<file path="config.mk">
export PLATFORM = sky130hd
export DESIGN_NAME = sblrs_top
export DESIGN_NICKNAME = d
export VERILOG_FILES = /design/src/core/sblrs_pkg.sv /design/src/core/sblrs_recovery_counter.sv /design/src/core/sblrs_top.sv
export SDC_FILE = /design/constraint.sdc
export NUM_CORES = 1
export LEC_CHECK = 0
export BUFFER_PORTS_ARGS = -buffer_cell sky130_fd_sc_hd__buf_2
export CAP_MARGIN = 20
export CELL_PAD_IN_SITES_DETAIL_PLACEMENT = 1
export CELL_PAD_IN_SITES_GLOBAL_PLACEMENT = 2
export CORE_MARGIN = 1.5
export CORE_UTILIZATION = 25
export DETAILED_ROUTE_END_ITERATION = 12
export PLACE_DENSITY_LB_ADDON = 0.2
export RECOVER_POWER = 25
export SYNTH_ARGS = -nofsm -noshare
export SYNTH_HDL_FRONTEND = slang
export SYNTH_SLANG_ARGS = --single-unit
</file>
<file path="constraint.sdc">
create_clock -name pclk -period 1.81 [get_ports pclk]
set_input_delay 0.362 -clock pclk [delete_from_list [all_inputs] [get_ports pclk]]
set_output_delay 0.362 -clock pclk [all_outputs]
set_load 0.005 [all_outputs]
</file>
<file path="src/core/sblrs_pkg.sv">
// Purpose: shared constants for the break, low-power and reset-status unit
// Assumes: 8-bit registers in the low lanes of a 32-bit APB word
// Notes:   field positions are fixed here and used by sblrs_top and the bench; the counter takes only cnt_w
package sblrs_pkg;
  // register offsets are word indices, not byte addresses
  localparam logic [15:0] off_break_status   = 16'hfe00;
  localparam logic [15:0] off_reset_cause    = 16'hfe01;
  localparam logic [15:0] off_break_flag_ctl = 16'hfe03;
  // decoded address bits; the bus sees four times the index
  localparam int          addr_w             = 18;
  // break status fields
  localparam int          bit_exited_wait    = 1;
  // reset cause fields
  localparam int          bit_rst_lvi        = 1;
  localparam int          bit_rst_monitor    = 2;
  localparam int          bit_rst_illaddr    = 3;
  localparam int          bit_rst_illop      = 4;
  localparam int          bit_rst_watchdog   = 5;
  localparam int          bit_rst_pin        = 6;
  localparam int          bit_rst_por        = 7;
  // break flag control fields
  localparam int          bit_clear_enable   = 7;
  // reset values
  localparam logic [7:0]  rst_break_status   = 8'h00;
  localparam logic [7:0]  rst_reset_cause    = 8'h80;
  localparam logic        rst_clear_enable   = 1'b0;
  // stop recovery timing in oscillator cycles
  localparam int          recov_long_cycles  = 4096;
  localparam int          recov_short_cycles = 32;
  localparam int          cnt_w              = 13;
endpackage

</file>
<file path="src/core/sblrs_recovery_counter.sv">
// Purpose: stop-recovery timer clocked by the oscillator-rate enable
// Assumes: osc_tick is a synchronised one-cycle pulse per oscillator cycle
// Notes:   held clear while hold is high, counts once hold drops
`timescale 1ns/1ps
`default_nettype none
module sblrs_recovery_counter (
  input  wire logic                      pclk,
  input  wire logic                      presetn,
  input  wire logic                      hold,
  input  wire logic                      osc_tick,
  input  wire logic [sblrs_pkg::cnt_w-1:0] target,
  output logic                           done
);
  logic [sblrs_pkg::cnt_w-1:0] count;
  logic [sblrs_pkg::cnt_w-1:0] next_count;
  logic                        reach;

  // counts to the target, then sits
  assign reach      = (count == target);
  assign next_count = hold ? '0 : ((osc_tick && !reach) ? count + 1'b1 : count);

  always_ff @(posedge pclk or negedge presetn) begin
    if (!presetn) begin
      count <= '0;
      done  <= 1'b0;
    end else begin
      count <= next_count;
      done  <= !hold && (next_count == target);
    end
  end

  property p_held_clear;
    @(posedge pclk) disable iff (!presetn) hold |=> (count == '0) && !done;
  endproperty
  a_held_clear: assert property (p_held_clear) else $error("counter not held in stop");
endmodule
`default_nettype wire

</file>
<file path="src/core/sblrs_top.sv">
// Purpose: break flag protection, wait/stop clock gating, reset cause status
// Assumes: cpu, clock generator and reset sources are on pclk; osc tick is a pin
// Notes:   apb slave, zero wait states, 8-bit registers in the low data lane
`timescale 1ns/1ps
`default_nettype none
module sblrs_top (
  input  wire logic        pclk,
  input  wire logic        presetn,
  input  wire logic        psel,
  input  wire logic        penable,
  input  wire logic        pwrite,
  input  wire logic [31:0] paddr,
  input  wire logic [31:0] pwdata,
  output logic             pready,
  output logic             pslverr,
  output logic [31:0]      prdata,
  input  wire logic        power_on_event,
  input  wire logic        pin_reset_event,
  input  wire logic        watchdog_reset_event,
  input  wire logic        illegal_opcode_event,
  input  wire logic        illegal_address_event,
  input  wire logic        monitor_entry_event,
  input  wire logic        low_voltage_event,
  input  wire logic        emulation_mode,
  input  wire logic        short_stop_recovery_option,
  input  wire logic        watchdog_disable_option,
  input  wire logic        wait_exec,
  input  wire logic        stop_exec,
  input  wire logic        module_irq,
  input  wire logic        break_request,
  input  wire logic        break_exit,
  input  wire logic        osc_tick_pin,
  input  wire logic        periph_clear_req,
  output logic             periph_clear_allow,
  output logic             cpu_clock_enable,
  output logic             bus_clock_enable,
  output logic             osc_clock_enable,
  output logic             clear_interrupt_mask,
  output logic             stack_start,
  output logic             force_swi_vector,
  output logic             break_active,
  output logic             watchdog_enable,
  output logic             in_wait,
  output logic             in_stop
);
  typedef enum logic [2:0] {sblrs_run_s, sblrs_wait_s, sblrs_stop_s, sblrs_recov_s} sblrs_state_t;

  sblrs_state_t state;
  sblrs_state_t next_state;
  logic [7:0]   reset_cause;
  logic [7:0]   next_reset_cause;
  logic         exited_wait;
  logic         next_exited_wait;
  logic         clear_enable;
  logic         osc_s1;
  logic         osc_s2;
  logic         osc_s3;
  logic         osc_tick;
  logic         recov_done;
  logic         recov_hold;
  logic [sblrs_pkg::cnt_w-1:0] recov_target;

  // apb decode; offsets are word indices, so the byte address is index*4
  function automatic logic hit(input logic [31:0] a, input logic [15:0] idx);
    hit = (a[sblrs_pkg::addr_w-1:0] == {idx, 2'b00});
  endfunction

  wire acc       = psel && penable;
  wire sel_brk   = hit(paddr, sblrs_pkg::off_break_status);
  wire sel_rst   = hit(paddr, sblrs_pkg::off_reset_cause);
  wire sel_ctl   = hit(paddr, sblrs_pkg::off_break_flag_ctl);
  wire mapped    = sel_brk || sel_rst || sel_ctl;
  wire wr_ctl    = acc && pwrite && sel_ctl;
  wire wr_brk    = acc && pwrite && sel_brk;
  wire rd_rst    = acc && !pwrite && sel_rst;
  wire any_reset = power_on_event || pin_reset_event || watchdog_reset_event ||
                   illegal_opcode_event || illegal_address_event ||
                   monitor_entry_event || low_voltage_event;

  wire [7:0] brk_view = {6'h00, exited_wait && emulation_mode, 1'b0};
  wire [7:0] ctl_view = {clear_enable, 7'h00};
  wire [7:0] rd_byte  = sel_brk ? brk_view :
                        sel_rst ? reset_cause :
                        sel_ctl ? ctl_view : 8'h00;

  // oscillator tick comes from a pin, two flops first, then edge detect
  always_ff @(posedge pclk or negedge presetn) begin
    if (!presetn) begin
      osc_s1 <= 1'b0;
      osc_s2 <= 1'b0;
      osc_s3 <= 1'b0;
    end else begin
      osc_s1 <= osc_tick_pin;
      osc_s2 <= osc_s1;
      osc_s3 <= osc_s2;
    end
  end
  assign osc_tick = osc_s2 && !osc_s3;

  assign recov_target = short_stop_recovery_option ?
                        sblrs_pkg::cnt_w'(sblrs_pkg::recov_short_cycles) :
                        sblrs_pkg::cnt_w'(sblrs_pkg::recov_long_cycles);
  assign recov_hold = (state != sblrs_recov_s);

  sblrs_recovery_counter u_recov (
    .pclk     (pclk),
    .presetn  (presetn),
    .hold     (recov_hold),
    .osc_tick (osc_tick),
    .target   (recov_target),
    .done     (recov_done)
  );

  // low-power state walk, reset aborts all modes
  always_comb begin
    next_state = state;
    case (state)
      sblrs_run_s: begin
        if (stop_exec) next_state = sblrs_stop_s;
        else if (wait_exec) next_state = sblrs_wait_s;
      end
      sblrs_wait_s: begin
        if (module_irq || break_request) next_state = sblrs_run_s;
      end
      sblrs_stop_s: begin
        if (break_request) next_state = sblrs_run_s;
        else if (module_irq) next_state = sblrs_recov_s;
      end
      sblrs_recov_s: begin
        if (recov_done) next_state = sblrs_run_s;
      end
      default: next_state = sblrs_run_s;
    endcase
    if (any_reset) next_state = sblrs_run_s;
  end

  // reset causes set over read clear
  always_comb begin
    next_reset_cause = rd_rst ? 8'h00 : reset_cause;
    next_reset_cause[sblrs_pkg::bit_rst_pin]      |= pin_reset_event;
    next_reset_cause[sblrs_pkg::bit_rst_watchdog] |= watchdog_reset_event;
    next_reset_cause[sblrs_pkg::bit_rst_illop]    |= illegal_opcode_event;
    next_reset_cause[sblrs_pkg::bit_rst_illaddr]  |= illegal_address_event;
    next_reset_cause[sblrs_pkg::bit_rst_monitor]  |= monitor_entry_event;
    next_reset_cause[sblrs_pkg::bit_rst_lvi]      |= low_voltage_event;
    if (power_on_event) next_reset_cause = sblrs_pkg::rst_reset_cause;
  end

  // break exiting wait in emulation mode sets flag; set beats software clear
  always_comb begin
    next_exited_wait = exited_wait;
    if (wr_brk && !pwdata[sblrs_pkg::bit_exited_wait]) next_exited_wait = 1'b0;
    if (state == sblrs_wait_s && break_request && emulation_mode) next_exited_wait = 1'b1;
  end

  // state, status and control registers
  always_ff @(posedge pclk or negedge presetn) begin
    if (!presetn) begin
      state        <= sblrs_run_s;
      reset_cause  <= sblrs_pkg::rst_reset_cause;
      exited_wait  <= 1'b0;
      clear_enable <= sblrs_pkg::rst_clear_enable;
    end else begin
      state        <= next_state;
      reset_cause  <= next_reset_cause;
      exited_wait  <= next_exited_wait;
      if (wr_ctl) clear_enable <= pwdata[sblrs_pkg::bit_clear_enable];
    end
  end

  // break state follows request until the cpu returns from the break handler
  always_ff @(posedge pclk or negedge presetn) begin
    if (!presetn) begin
      break_active     <= 1'b0;
      force_swi_vector <= 1'b0;
    end else begin
      if (break_request) break_active <= 1'b1;
      else if (break_exit || any_reset) break_active <= 1'b0;
      force_swi_vector <= break_request && !break_active;
    end
  end

  // clear permission; a pending first step cannot finish in protected break
  wire next_clear_allow = periph_clear_req && (!(break_active || break_request) || clear_enable);

  // registered control outputs
  always_ff @(posedge pclk or negedge presetn) begin
    if (!presetn) begin
      periph_clear_allow   <= 1'b0;
      cpu_clock_enable     <= 1'b1;
      bus_clock_enable     <= 1'b1;
      osc_clock_enable     <= 1'b1;
      clear_interrupt_mask <= 1'b0;
      stack_start          <= 1'b0;
      watchdog_enable      <= 1'b1;
      in_wait              <= 1'b0;
      in_stop              <= 1'b0;
    end else begin
      periph_clear_allow   <= next_clear_allow;
      // cpu clock off in wait and stop
      cpu_clock_enable     <= (next_state == sblrs_run_s);
      // clock generator outputs off in stop
      bus_clock_enable     <= (next_state != sblrs_stop_s);
      osc_clock_enable     <= (next_state != sblrs_stop_s);
      clear_interrupt_mask <= (state == sblrs_run_s) && (wait_exec || stop_exec);
      // stacking one cycle after wake, or after recovery
      stack_start          <= ((state == sblrs_wait_s) && module_irq && !any_reset &&
                               !break_request) ||
                              ((state == sblrs_recov_s) && recov_done && !any_reset);
      watchdog_enable      <= !watchdog_disable_option;
      in_wait              <= (next_state == sblrs_wait_s);
      in_stop              <= (next_state == sblrs_stop_s) || (next_state == sblrs_recov_s);
    end
  end

  // apb read data and status, zero wait states
  always_ff @(posedge pclk or negedge presetn) begin
    if (!presetn) begin
      pready  <= 1'b0;
      pslverr <= 1'b0;
      prdata  <= 32'h0000_0000;
    end else begin
      pready  <= psel && !penable;
      pslverr <= psel && !penable && !mapped;
      prdata  <= (psel && !penable && !pwrite) ? {24'h000000, rd_byte} : 32'h0000_0000;
    end
  end

  property p_protect;
    @(posedge pclk) disable iff (!presetn)
      (break_active && !clear_enable) |=> !periph_clear_allow;
  endproperty
  a_protect: assert property (p_protect) else $error("flag clear leaked in break");

  property p_enable_clear;
    @(posedge pclk) disable iff (!presetn)
      (periph_clear_req && clear_enable) |=> periph_clear_allow;
  endproperty
  a_enable_clear: assert property (p_enable_clear) else $error("enabled clear lost");

  property p_mask;
    @(posedge pclk) disable iff (!presetn)
      (state == sblrs_run_s && wait_exec) |=> clear_interrupt_mask;
  endproperty
  a_mask: assert property (p_mask) else $error("mask not cleared");

  property p_wait_clk;
    @(posedge pclk) disable iff (!presetn) in_wait |-> !cpu_clock_enable && bus_clock_enable;
  endproperty
  a_wait_clk: assert property (p_wait_clk) else $error("wait clock gating wrong");

  property p_wake;
    @(posedge pclk) disable iff (!presetn)
      (state == sblrs_wait_s && module_irq && !any_reset && !break_request) |=>
        stack_start && cpu_clock_enable && !in_wait;
  endproperty
  a_wake: assert property (p_wake) else $error("no stacking after wake");

  property p_stop_clk;
    @(posedge pclk) disable iff (!presetn)
      in_stop && (state == sblrs_stop_s) |-> !osc_clock_enable && !bus_clock_enable;
  endproperty
  a_stop_clk: assert property (p_stop_clk) else $error("clocks on in stop");

  property p_rc;
    @(posedge pclk) disable iff (!presetn) (rd_rst && !any_reset) |=> reset_cause == 8'h00;
  endproperty
  a_rc: assert property (p_rc) else $error("read did not clear causes");

  property p_por;
    @(posedge pclk) disable iff (!presetn) power_on_event |=> reset_cause == 8'h80;
  endproperty
  a_por: assert property (p_por) else $error("power-on pattern wrong");

  property p_emul;
    @(posedge pclk) disable iff (!presetn) !emulation_mode |-> brk_view == 8'h00;
  endproperty
  a_emul: assert property (p_emul) else $error("break status visible");

  // break entry, wait and stop exit, control writes and pin cause; stacking must never beat the recovery timer
  property p_swi;
    @(posedge pclk) disable iff (!presetn)
      (break_request && !break_active) |=> force_swi_vector && break_active;
  endproperty
  a_swi: assert property (p_swi) else $error("break did not force vector");

  property p_brk_wait;
    @(posedge pclk) disable iff (!presetn)
      (state == sblrs_wait_s && break_request && emulation_mode) |=> exited_wait && !in_wait;
  endproperty
  a_brk_wait: assert property (p_brk_wait) else $error("wait break not flagged");

  property p_stop_irq;
    @(posedge pclk) disable iff (!presetn)
      (state == sblrs_stop_s && module_irq && !break_request && !any_reset) |=>
        in_stop && !stack_start && !cpu_clock_enable;
  endproperty
  a_stop_irq: assert property (p_stop_irq) else $error("stacked before recovery");

  property p_recov_wait;
    @(posedge pclk) disable iff (!presetn)
      (state == sblrs_recov_s && !recov_done && !any_reset) |=> !stack_start && in_stop;
  endproperty
  a_recov_wait: assert property (p_recov_wait) else $error("recovery cut short");

  property p_ctl_set;
    @(posedge pclk) disable iff (!presetn)
      (wr_ctl && pwdata[sblrs_pkg::bit_clear_enable]) |=> clear_enable;
  endproperty
  a_ctl_set: assert property (p_ctl_set) else $error("clear enable not written");

  property p_cause_pin;
    @(posedge pclk) disable iff (!presetn)
      (pin_reset_event && !power_on_event) |=> reset_cause[sblrs_pkg::bit_rst_pin];
  endproperty
  a_cause_pin: assert property (p_cause_pin) else $error("pin reset not recorded");

  c_wait_wake: cover property (@(posedge pclk) disable iff (!presetn) in_wait ##1 stack_start);
  c_recov:     cover property (@(posedge pclk) disable iff (!presetn)
                               state == sblrs_recov_s ##1 stack_start);
  c_rd_rst:    cover property (@(posedge pclk) disable iff (!presetn) rd_rst);
  c_brk_wait:  cover property (@(posedge pclk) disable iff (!presetn)
                               next_exited_wait && !exited_wait);
  c_stop_brk:  cover property (@(posedge pclk) disable iff (!presetn)
                               state == sblrs_stop_s && break_request);
endmodule
`default_nettype wire

</file>
==> Word level (Yosys, flattened, before mapping) <==
Cells that the tools add are included.
{ "word_totals": {"register_bits": 50, "in_bits": 86, "output_inout_bits": 45, "elab_cells": 120} }
{ "op_classes": {"addsub": 1, "n_eq_ne": 13, "mux": 21, "bitwise": 6, "reduce_logical": 56} }
{ "ops": {"columns": ["op", "n"], "rows": [
  ["== test 18 bit, second input constant", 3],
  ["two-way mux 8 bit", 6],
  ["two-way mux 13 bit", 3],
  ["== test 13 bit", 2],
  ["logical AND 1 bit", 24],
  ["two-way mux 3 bit", 7],
  ["logical OR 1 bit", 15],
  ["adder 13 x 1 -> 13 bit, second input constant", 1],
  ["== test 3 x 2 -> 1 bit, second input constant", 4],
  ["logical NOT 1 bit", 12],
  ["case mux 3 bit (4 select lines)", 1],
  ["== test 3 x 1 -> 1 bit, second input constant", 2],
  ["logical NOT 3 bit", 2],
  ["!= test 3 x 2 -> 1 bit, second input constant", 2],
  ["bitwise OR 1 bit", 6],
  ["nonzero test 2 bit", 3],
  ["two-way mux 1 bit", 4]
]} }

==> Logic depth before layout (Yosys ltp) <==
Gate-level depths: netlist of run 1.
{ "logic_depth": {"ltp_word": 10, "ltp_mapped": 6, "mapped_depth_nobuf": 6} }

==> By module <==
Synthesis of run 1 repeated with hierarchy kept, for this count alone.
{ "unflattened": {"cells_unflattened": 262, "hier_area_um2": 2757.6} }
{ "by_module_without_submodules": {"columns": ["mod", "n_inst", "cells_each", "area_per_inst_um2", "seq_area_each_um2"], "rows": [
  ["sblrs_top", 1, 141, 1622.8, 880.8],
  ["sblrs_recovery_counter", 1, 121, 1134.8, 350.3]
]} }

==> Worst setup path after synthesis of run 1 <==
No wires, ideal clock.
{ "synth_path": {"path_kind": "input port to flip-flop", "start": "in paddr[1]", "end": "reg exited_wait", "setup_time_ps": 135, "arrival_ps": 1719, "t_required_ps": 1675, "path_slack_ps": -44, "cell_stages": 5, "path_buffers": 0, "path_cell_list": "or4_4 -> nor4_4 -> nand2b_2 -> o41ai_2 -> o31ai_1"} }
{ "synth_via": {"elab_chain_cells": 4} }
{ "synth_lines": {"columns": ["element", "line_no", "text"], "rows": [
  ["start, declared", "sblrs_top.sv:12", "input wire logic [31:0] paddr,"],
  ["== test 18 bit", "sblrs_top.sv:65", "hit = (a[sblrs_pkg::addr_w-1:0] == {idx, 2'b00});"],
  ["logical AND 1 bit", "sblrs_top.sv:74", "wire wr_brk = acc && pwrite && sel_brk;"],
  ["logical AND 1 bit", "sblrs_top.sv:152", "if (wr_brk && !pwdata[sblrs_pkg::bit_exited_wait]) next_exited_wait = 1'b0;"],
  ["nonzero test 2 bit (no source line)", null, null],
  ["end signal, assigned", "sblrs_top.sv:166", "exited_wait <= next_exited_wait;"],
  ["end, declared", "sblrs_top.sv:52", "logic exited_wait;"]
]} }
No other way between the ends.
A chain may end at the register's enable or synchronous reset.

==> Worst setup path in the final report of run 1 <==
{ "layout_path": {"start": "reg u_recov.count[0] (netlist bit)", "end": "reg u_recov.done"} }
{ "layout_via": {"elab_chain_cells": 7, "word_cells_on_any_way": 8, "classes_between": "add/sub: 1; eq/ne: 2; mux: 2; reduce/logical: 3"} }
{ "layout_lines": {"columns": ["element", "line_no", "text"], "rows": [
  ["start, declared", "sblrs_recovery_counter.sv:14", "logic [sblrs_pkg::cnt_w-1:0] count;"],
  ["start signal, assigned", "sblrs_recovery_counter.sv:27", "count <= next_count;"],
  ["branches (longest 3 deep; another with adder 13 x 1 -> 13 bit)", null, null],
  ["two-way mux 13 bit * (2 in a row)", "sblrs_recovery_counter.sv:20", "assign next_count = hold ? '0 : ((osc_tick && !reach) ? count + 1'b1 : count);"],
  ["== test 13 bit *", "sblrs_recovery_counter.sv:28", "done <= !hold && (next_count == target);"],
  ["logical AND 1 bit *", "sblrs_recovery_counter.sv:28", null],
  ["end signal, assigned", "sblrs_recovery_counter.sv:28", null],
  ["end, declared", "sblrs_recovery_counter.sv:12", "output logic done"]
]} }
Every way passes the cells marked *.

==> impl_metrics.py, run 1 <==
metrics = {
    "yosys": {
        "ys_ff_latch": 49,
        "syn_area_per_cell_um2": 10.21,
        "yosys.area_share.adder_pct": 1.026,
        "synthSimpleGateAreaFrac_pct": 23.18,
        "synth_mux_area_share_pct": 2.513,
        "synth_top_family_by_area": "simple AND/OR/NAND/NOR gates",
        "yosysTopAreaCell": "dfrtp_1",
        "synth_edf_count": 0,
        "syn_inst": 239,
        "ys_async_sr_fraction_pct": 100.0,
        "ys_seq_area_share_pct": 50.46,
        "synth_area_leaders": "dfrtp_1 46%, buf_4 7.7%, nor2_1 4.8%",
        "synth_xor_xnor_area_share_pct": 3.590,
        "yosys.area.top_type_share_pct": 46.15,
        "synth_cell_type_count": 50,
        "synth_compound_area_share_pct": 8.923,
        "yosys_warnings": 0,
        "synthFlopType": "dfrtp_1",
        "syn_area_um2": 2440,
    },
    "worst_hold_path": {
        "min_path_cells": 1,
        "hold_path.class": "in2reg",
    },
    "sta": {
        "fin_crit_ps": 1879,
        "finClkSkew_ps": 6.022,
        "grt_setup_unrepaired": "yes",
        "fin_ws_ps": -69.44,
        "fin_tns_setup_ps": -69.44,
        "hold_violations": 0,
        "final_max_slew_viol_count": 0,
        "maxSlewHeadroom_pct": 14.79,
        "max_freq_ghz": 0.5321,
        "min_period_over_period_pct": 103.8,
        "tightest_slew_ps": 1278,
        "finalSetupViolations": 1,
    },
    "routing": {
        "wl_per_cell_um": 13.23,
        "wirelength_mm": 6.233,
        "drt_iter0_drc": 43,
        "drcViolationCount": 0,
        "route.vias.total": 2012,
        "firstDrtPassIters": 4,
        "via_per_inst": 4.272,
        "postRouteAntennaNets": 0,
    },
    "outcome": {
        "run_status": "complete, but fails checks",
        "violations": "negative setup slack",
    },
    "run": {
        "maxCapViolations": 0,
    },
    "clock_tree": {
        "cts_sinks": 49,
        "cts_buffers": 5,
        "cts_buffer_depth": 2,
        "clkTransAtPathRegs_ps": 90,
        "cts_root_buffer": "clkbuf_8",
        "htree_levels": 2,
        "clock_latency_ps": 300,
        "tritoncts": "done",
    },
    "placement": {
        "numPortBuffers": 62,
        "place_area_um2": 3085,
        "post-dp-hpwl_mm": 4.652,
        "gp_congestion": 0.7633,
        "pre_cts_slack_ps": -338.2,
    },
    "critical_path": {
        "critPathCaptureType": "register",
        "critPathArrivalTime_ps": 2090,
        "cp.depth": 7,
        "required_ps": 2020,
        "path_buf_inv": 1,
        "r2r_cells": 7,
        "crit_type": "reg2reg",
        "crit_path_start_kind": "register",
        "slowest_delay_ps": 380,
        "slowest_stage": "dfrtp_1",
        "critPathMaxFanout": 3,
        "path_delay_family": "simple AND/OR/NAND/NOR gates",
        "cp_cell_sequence": "ha_2 -> nand3b_1 -> buf_6 -> or3_1 -> o31ai_2 -> o2111a_1 -> nor4b_4",
    },
    "floorplanning": {
        "dieArea_um2": 10360,
        "core_um2": 9371,
        "start_util_pct": 26.03,
        "num_rows": 35,
        "design.portCount": 131,
        "die_w_um": 101.8,
        "die_y_um": 101.8,
    },
    "finish": {
        "regArea_um2": 1231,
        "multi_input_area_um2": 1147,
        "n_antenna_cell": 0,
        "nNetsFinal": 429,
        "fillers": 1119,
        "final_area_um2": 3303,
        "area_delta_synth_final_pct": 35.38,
        "final_util_pct": 35.25,
        "final_layout_size_suffix_gt1_share_pct": 40.06,
    },
    "global_route": {
        "antenna_found_initial": 0,
        "grt_usage_pct": 12.62,
        "grt_start_max_net_pins": 50,
        "grt_overflow_total": 0,
        "grt_pass1_vias": 2105,
        "grt_pass1_wl_mm": 10.18,
    },
    "power": {
        "p_leak_nw": 1.544,
        "power.density_nw_per_um2": 634.3,
        "ir_worst_vdd_v": 0.0002844,
    },
}
-- cells in the mapped netlist, types with 2 or more instances --
master     n
or3_1      2
nand4b_1   3
o31a_1     2
dfrtp_1   45
nand4_1    2
nand2_1   10
nand2b_1   4
xnor2_1    9
o21ai_0    2
nor4_1    10
and3b_1    3
inv_1     10
nor2b_1    2
o31ai_1    2
nand3b_1   3
clkbuf_1   6
buf_4     25
or4_4      2
and2_1     5
nand3_1    6
mux2i_1    5
nor3_1     5
a21oi_1   14
ha_1       2
dfstp_2    4
nor3b_1    2
nor2_1    31
-- flip-flops by register name (all words and copies together) (netlist names), 3 cells and up --
signal / count
state: 3
prdata: 8
reset_cause: 7
u_recov.count: 13
-- layer usage --
layer	part of all wire (%)	up-vias	wire length, um	track usage (%)
li1	-	978	-	-
met1	45	992	2833	16.27
met2	51	38	3149	22.00
met3	3.0	4	185	1.587
met4	1.0	0	64	3.846
met5	0	-	0	0
-- layout by cell type (no fill, tap or decap), types with 4 or more instances in the layout --
cell	count
dfstp_2	4
a21oi_1	8
a21oi_2	6
nor4_1	7
and2_1	5
nand2b_1	4
nor3_1	4
xnor2_1	9
nor2_1	31
clkbuf_8	5
buf_2	61
nor4_2	4
inv_1	10
buf_4	36
mux2i_1	4
nand2_1	10
dfrtp_1	45
conb_1	26
nand3_1	6
-- timing repair --
action	CTS	global route
hold endpoints to repair	0	0
pin swaps	3	5
hold buffers	0	0
gates resized for setup	8	14
setup endpoints to repair	2	4
setup buffers	1	1
-- worst paths after layout --
path,start,end,slack (ps)
max,u_recov.count[0]$_DFF_PN0_,u_recov.done$_DFF_PN0_,-70
min,osc_tick_pin,osc_s1$_DFF_PN0_,160
max reg2reg,u_recov.count[0]$_DFF_PN0_,u_recov.done$_DFF_PN0_,-70
min reg2reg,osc_s1$_DFF_PN0_,osc_s2$_DFF_PN0_,360
max in group asynchronous,presetn,osc_s3$_DFF_PN0_,620
min in group asynchronous,presetn,pslverr$_DFF_PN0_,400
-- logic make-up after synthesis --
logic type	count (synthesis)
AO/OA/AOI/OAI	32
XOR/XNOR	10
adder cells (fa/ha/maj)	2
buffers and inverters	41
flip-flops	49
multiplexers	6
other	1
AND/OR/NAND/NOR	98
-- final cells by class --
cell class                      count  area share, %
Sequential cell                    49          37.27
Multi-Input combinational cell    174          34.73
Clock inverter                      2          1.174
Timing Repair Buffer              101          18.60
Inverter                           10          1.136
Clock buffer                        6          2.197
Tap cell                          129          4.886
-- power breakdown --
group	total (mW)	leakage, nW	internal (mW)	switching (mW)
Combinational	0.170	0.845	0.0758	0.0945
Sequential	1.13	0.643	1.12	0.0129
Clock	0.794	0.0554	0.415	0.379
Total	2.10	1.54	1.61	0.486
-- metrics by stage --
stage | total power [mW] | std cells | hold slack, ps
3_3_place_gp | 1.317 | 461 | 331.8
6_report | 2.095 | 471 | 164.1
5_1_grt | 2.203 | 471 | 146.0
2_1_floorplan | 1.243 | 264 | 66.41
4_1_cts | 2.134 | 470 | 44.52
3_5_place_dp | 1.321 | 461 | 339.6
(Power assumes the default switching activity.)
==> inputs of run 2 (changes only) <==
CORE_UTILIZATION = 26   (was 25)
CTS_BUF_LIST = sky130_fd_sc_hd__clkbuf_2   (was default)
HOLD_SLACK_MARGIN = 0.02   (was default)
TNS_END_PERCENT = 100   (was default)
==> impl_metrics.py, run 2 (same netlist as run 1, synthesis figures left out) <==
metrics = {
    "global_route": {
        "grt_overflow_total": 0,
        "grt_start_max_net_pins": 35,
        "antenna_found_initial": 0,
        "grt_usage_pct": 12.99,
        "grt_pass1_vias": 2120,
        "grt_pass1_wl_mm": 10.25,
    },
    "routing": {
        "drcViolationCount": 0,
        "wirelength_mm": 6.087,
        "postRouteAntennaNets": 0,
        "via_per_inst": 4.452,
        "firstDrtPassIters": 4,
        "drt_iter0_drc": 34,
        "route.vias.total": 2057,
        "wl_per_cell_um": 13.18,
    },
    "placement": {
        "gp_congestion": 0.8279,
        "placed_cells": 445,
        "numPortBuffers": 62,
        "post-dp-hpwl_mm": 4.621,
    },
    "finish": {
        "largest_reg_flops": 13,
        "mostFrequentLayoutCell": "buf_2",
        "largest-register": "u_recov.count",
        "nNetsFinal": 438,
        "layout.cells.non_filler": 462,
        "top_regs": "u_recov.count x13, prdata x8, reset_cause x7",
        "n_antenna_cell": 0,
        "final_layout_size_suffix_gt1_share_pct": 40.74,
        "area_delta_synth_final_pct": 35.74,
        "layout_common_cells": "60 x buf_2, 45 x dfrtp_1, 43 x buf_4",
    },
    "power": {
        "p_total_mw": 1.770,
        "seq_power_share_pct": 64.0,
        "power.density_nw_per_um2": 534.5,
        "sw_frac_of_total_pct": 27.04,
        "pwr-share-comb_pct": 9.6,
        "p_sw_mw": 0.4787,
        "p_leak_nw": 1.562,
        "intPower_mw": 1.292,
        "clkPwrFrac_pct": 26.4,
        "ir_worst_vdd_v": 0.0002670,
    },
    "sta": {
        "finalSetupViolations": 1,
        "finClkSkew_ps": 27.07,
        "min_period_over_period_pct": 100.7,
        "fin_crit_ps": 1822,
        "final_max_slew_viol_count": 0,
        "tightest_slew_ps": 849.1,
        "hold_violations": 0,
        "grt_setup_unrepaired": "yes",
        "maxSlewHeadroom_pct": 43.40,
        "max_freq_ghz": 0.5489,
        "fin_ws_ps": -11.84,
    },
    "clock_tree": {
        "cts_buffers": 5,
        "cts_buffer_depth": 2,
        "clock_latency_ps": 440,
        "cts_sinks": 49,
        "cts_root_buffer": "clkbuf_2",
        "tritoncts": "done",
        "htree_levels": 2,
        "clkTransAtPathRegs_ps": 260,
    },
    "floorplanning": {
        "die_w_um": 99.87,
        "design.portCount": 131,
        "core_um2": 9153,
        "start_util_pct": 26.66,
        "die_y_um": 99.87,
        "num_rows": 35,
        "dieArea_um2": 9974,
    },
    "critical_path": {
        "critPathMaxFanout": 3,
        "cp_cell_sequence": "ha_2 -> nand3b_1 -> buf_6 -> nor3_4 -> mux2i_1 -> o2111a_1 -> nor4b_4",
        "slowest_stage": "dfrtp_1",
        "r2r_cells": 7,
        "crit_path_start_kind": "register",
        "cp.depth": 7,
        "reg2reg_slack_ps": -10,
        "critPathCaptureType": "register",
        "crit_end": "u_recov.done$_DFF_PN0_",
        "worstReg2RegEnd": "u_recov.done$_DFF_PN0_",
        "path_delay_family": "simple AND/OR/NAND/NOR gates",
        "required_ps": 2160,
        "crit_path_start": "u_recov.count[1]$_DFF_PN0_",
        "critPathArrivalTime_ps": 2180,
        "reg2reg_from": "u_recov.count[1]$_DFF_PN0_",
        "crit_type": "reg2reg",
        "path_buf_inv": 1,
        "slowest_delay_ps": 420,
    },
    "run": {
        "maxCapViolations": 0,
    },
    "worst_hold_path": {
        "hold_path.class": "in2reg",
        "holdCritStartpoint": "pwrite",
    },
    "outcome": {
        "violations": "negative setup slack",
        "run_status": "complete, but fails checks",
    },
}
[run 2: changes by cell type in the layout (fill, tap and decap cells not counted), sizes merged]
cell,before,now
buf,100,104
bufinv,1,0
clkbuf,7,8
dlygate4sd3,0,3
clkinv,1,0
clkinvlp,0,3
[run 2: layout make-up]
class / count / area [um2]
tap: 111 / 138.9
inverter: 10 / 40.04
fill: 1053 / 5841
clock buffer: 5 / 25.02
multi-input combinational: 174 / 1175
sequential: 49 / 1231
timing repair buffer: 110 / 679.4
clock inverter: 3 / 22.52
[run 2: power by group through the flow]
stage / combinational (mW) / sequential (mW) / clock [mW]
after CTS: 0.179 / 1.13 / 0.500
after floorplan: 0.0930 / 1.15 / 0
after global routing: 0.195 / 1.14 / 0.550
after detailed placement: 0.171 / 1.15 / 0
after global placement: 0.170 / 1.15 / 0
final: 0.170 / 1.13 / 0.468
[run 2: timing repair]
| item | in CTS | in global routing |
|---|---|---|
| gates resized for setup | 15 | 9 |
| hold buffers | 3 | 0 |
| hold endpoints to repair | 14 | 0 |
| pin swaps | 6 | 5 |
| endpoints found under the setup margin | 2 | 3 |
| buffers inserted | 4 | 2 |
[run 2: worst min-delay path by stage]
stage / end / slack (ps) / cells after the start
finish: prdata[1]$_DFF_PN0_ / 100 / 2
global route: prdata[1]$_DFF_PN0_ / 40 / 2
CTS: prdata[1]$_DFF_PN0_ / 60 / 2
detailed placement: reset_cause[2]$_DFF_PN0_ / 320 / 1
global placement: reset_cause[2]$_DFF_PN0_ / 320 / 1
floorplan: break_active$_DFFE_PN0P_ / 70 / 0
[run 2: per-layer routing]
metal | vias up | GRT usage (%) | share of wire, %
met1 | 1006 | 16.85 | 45
met5 | - | 0 | 0
li1 | 1000 | - | -
met2 | 45 | 22.14 | 50
met3 | 6 | 1.880 | 2.8
met4 | 0 | 4.550 | 1.5
[run 2: metrics by stage]
stage | hold slack, ps | setup TNS (ps) | utilization (%) | setup slack, ps | instance area (um2)
CTS | 57.03 | -19.35 | 35.57 | -19.35 | 3256
global placement | 315.8 | -4067 | 33.63 | -308.9 | 3078
finish | 100.8 | -11.84 | 36.19 | -11.84 | 3312
detailed placement | 319.6 | -4340 | 33.63 | -343.4 | 3078
global route | 41.52 | -141.9 | 36.19 | -135.9 | 3312
floorplan | 66.41 | -93.99 | - | -43.83 | 2534
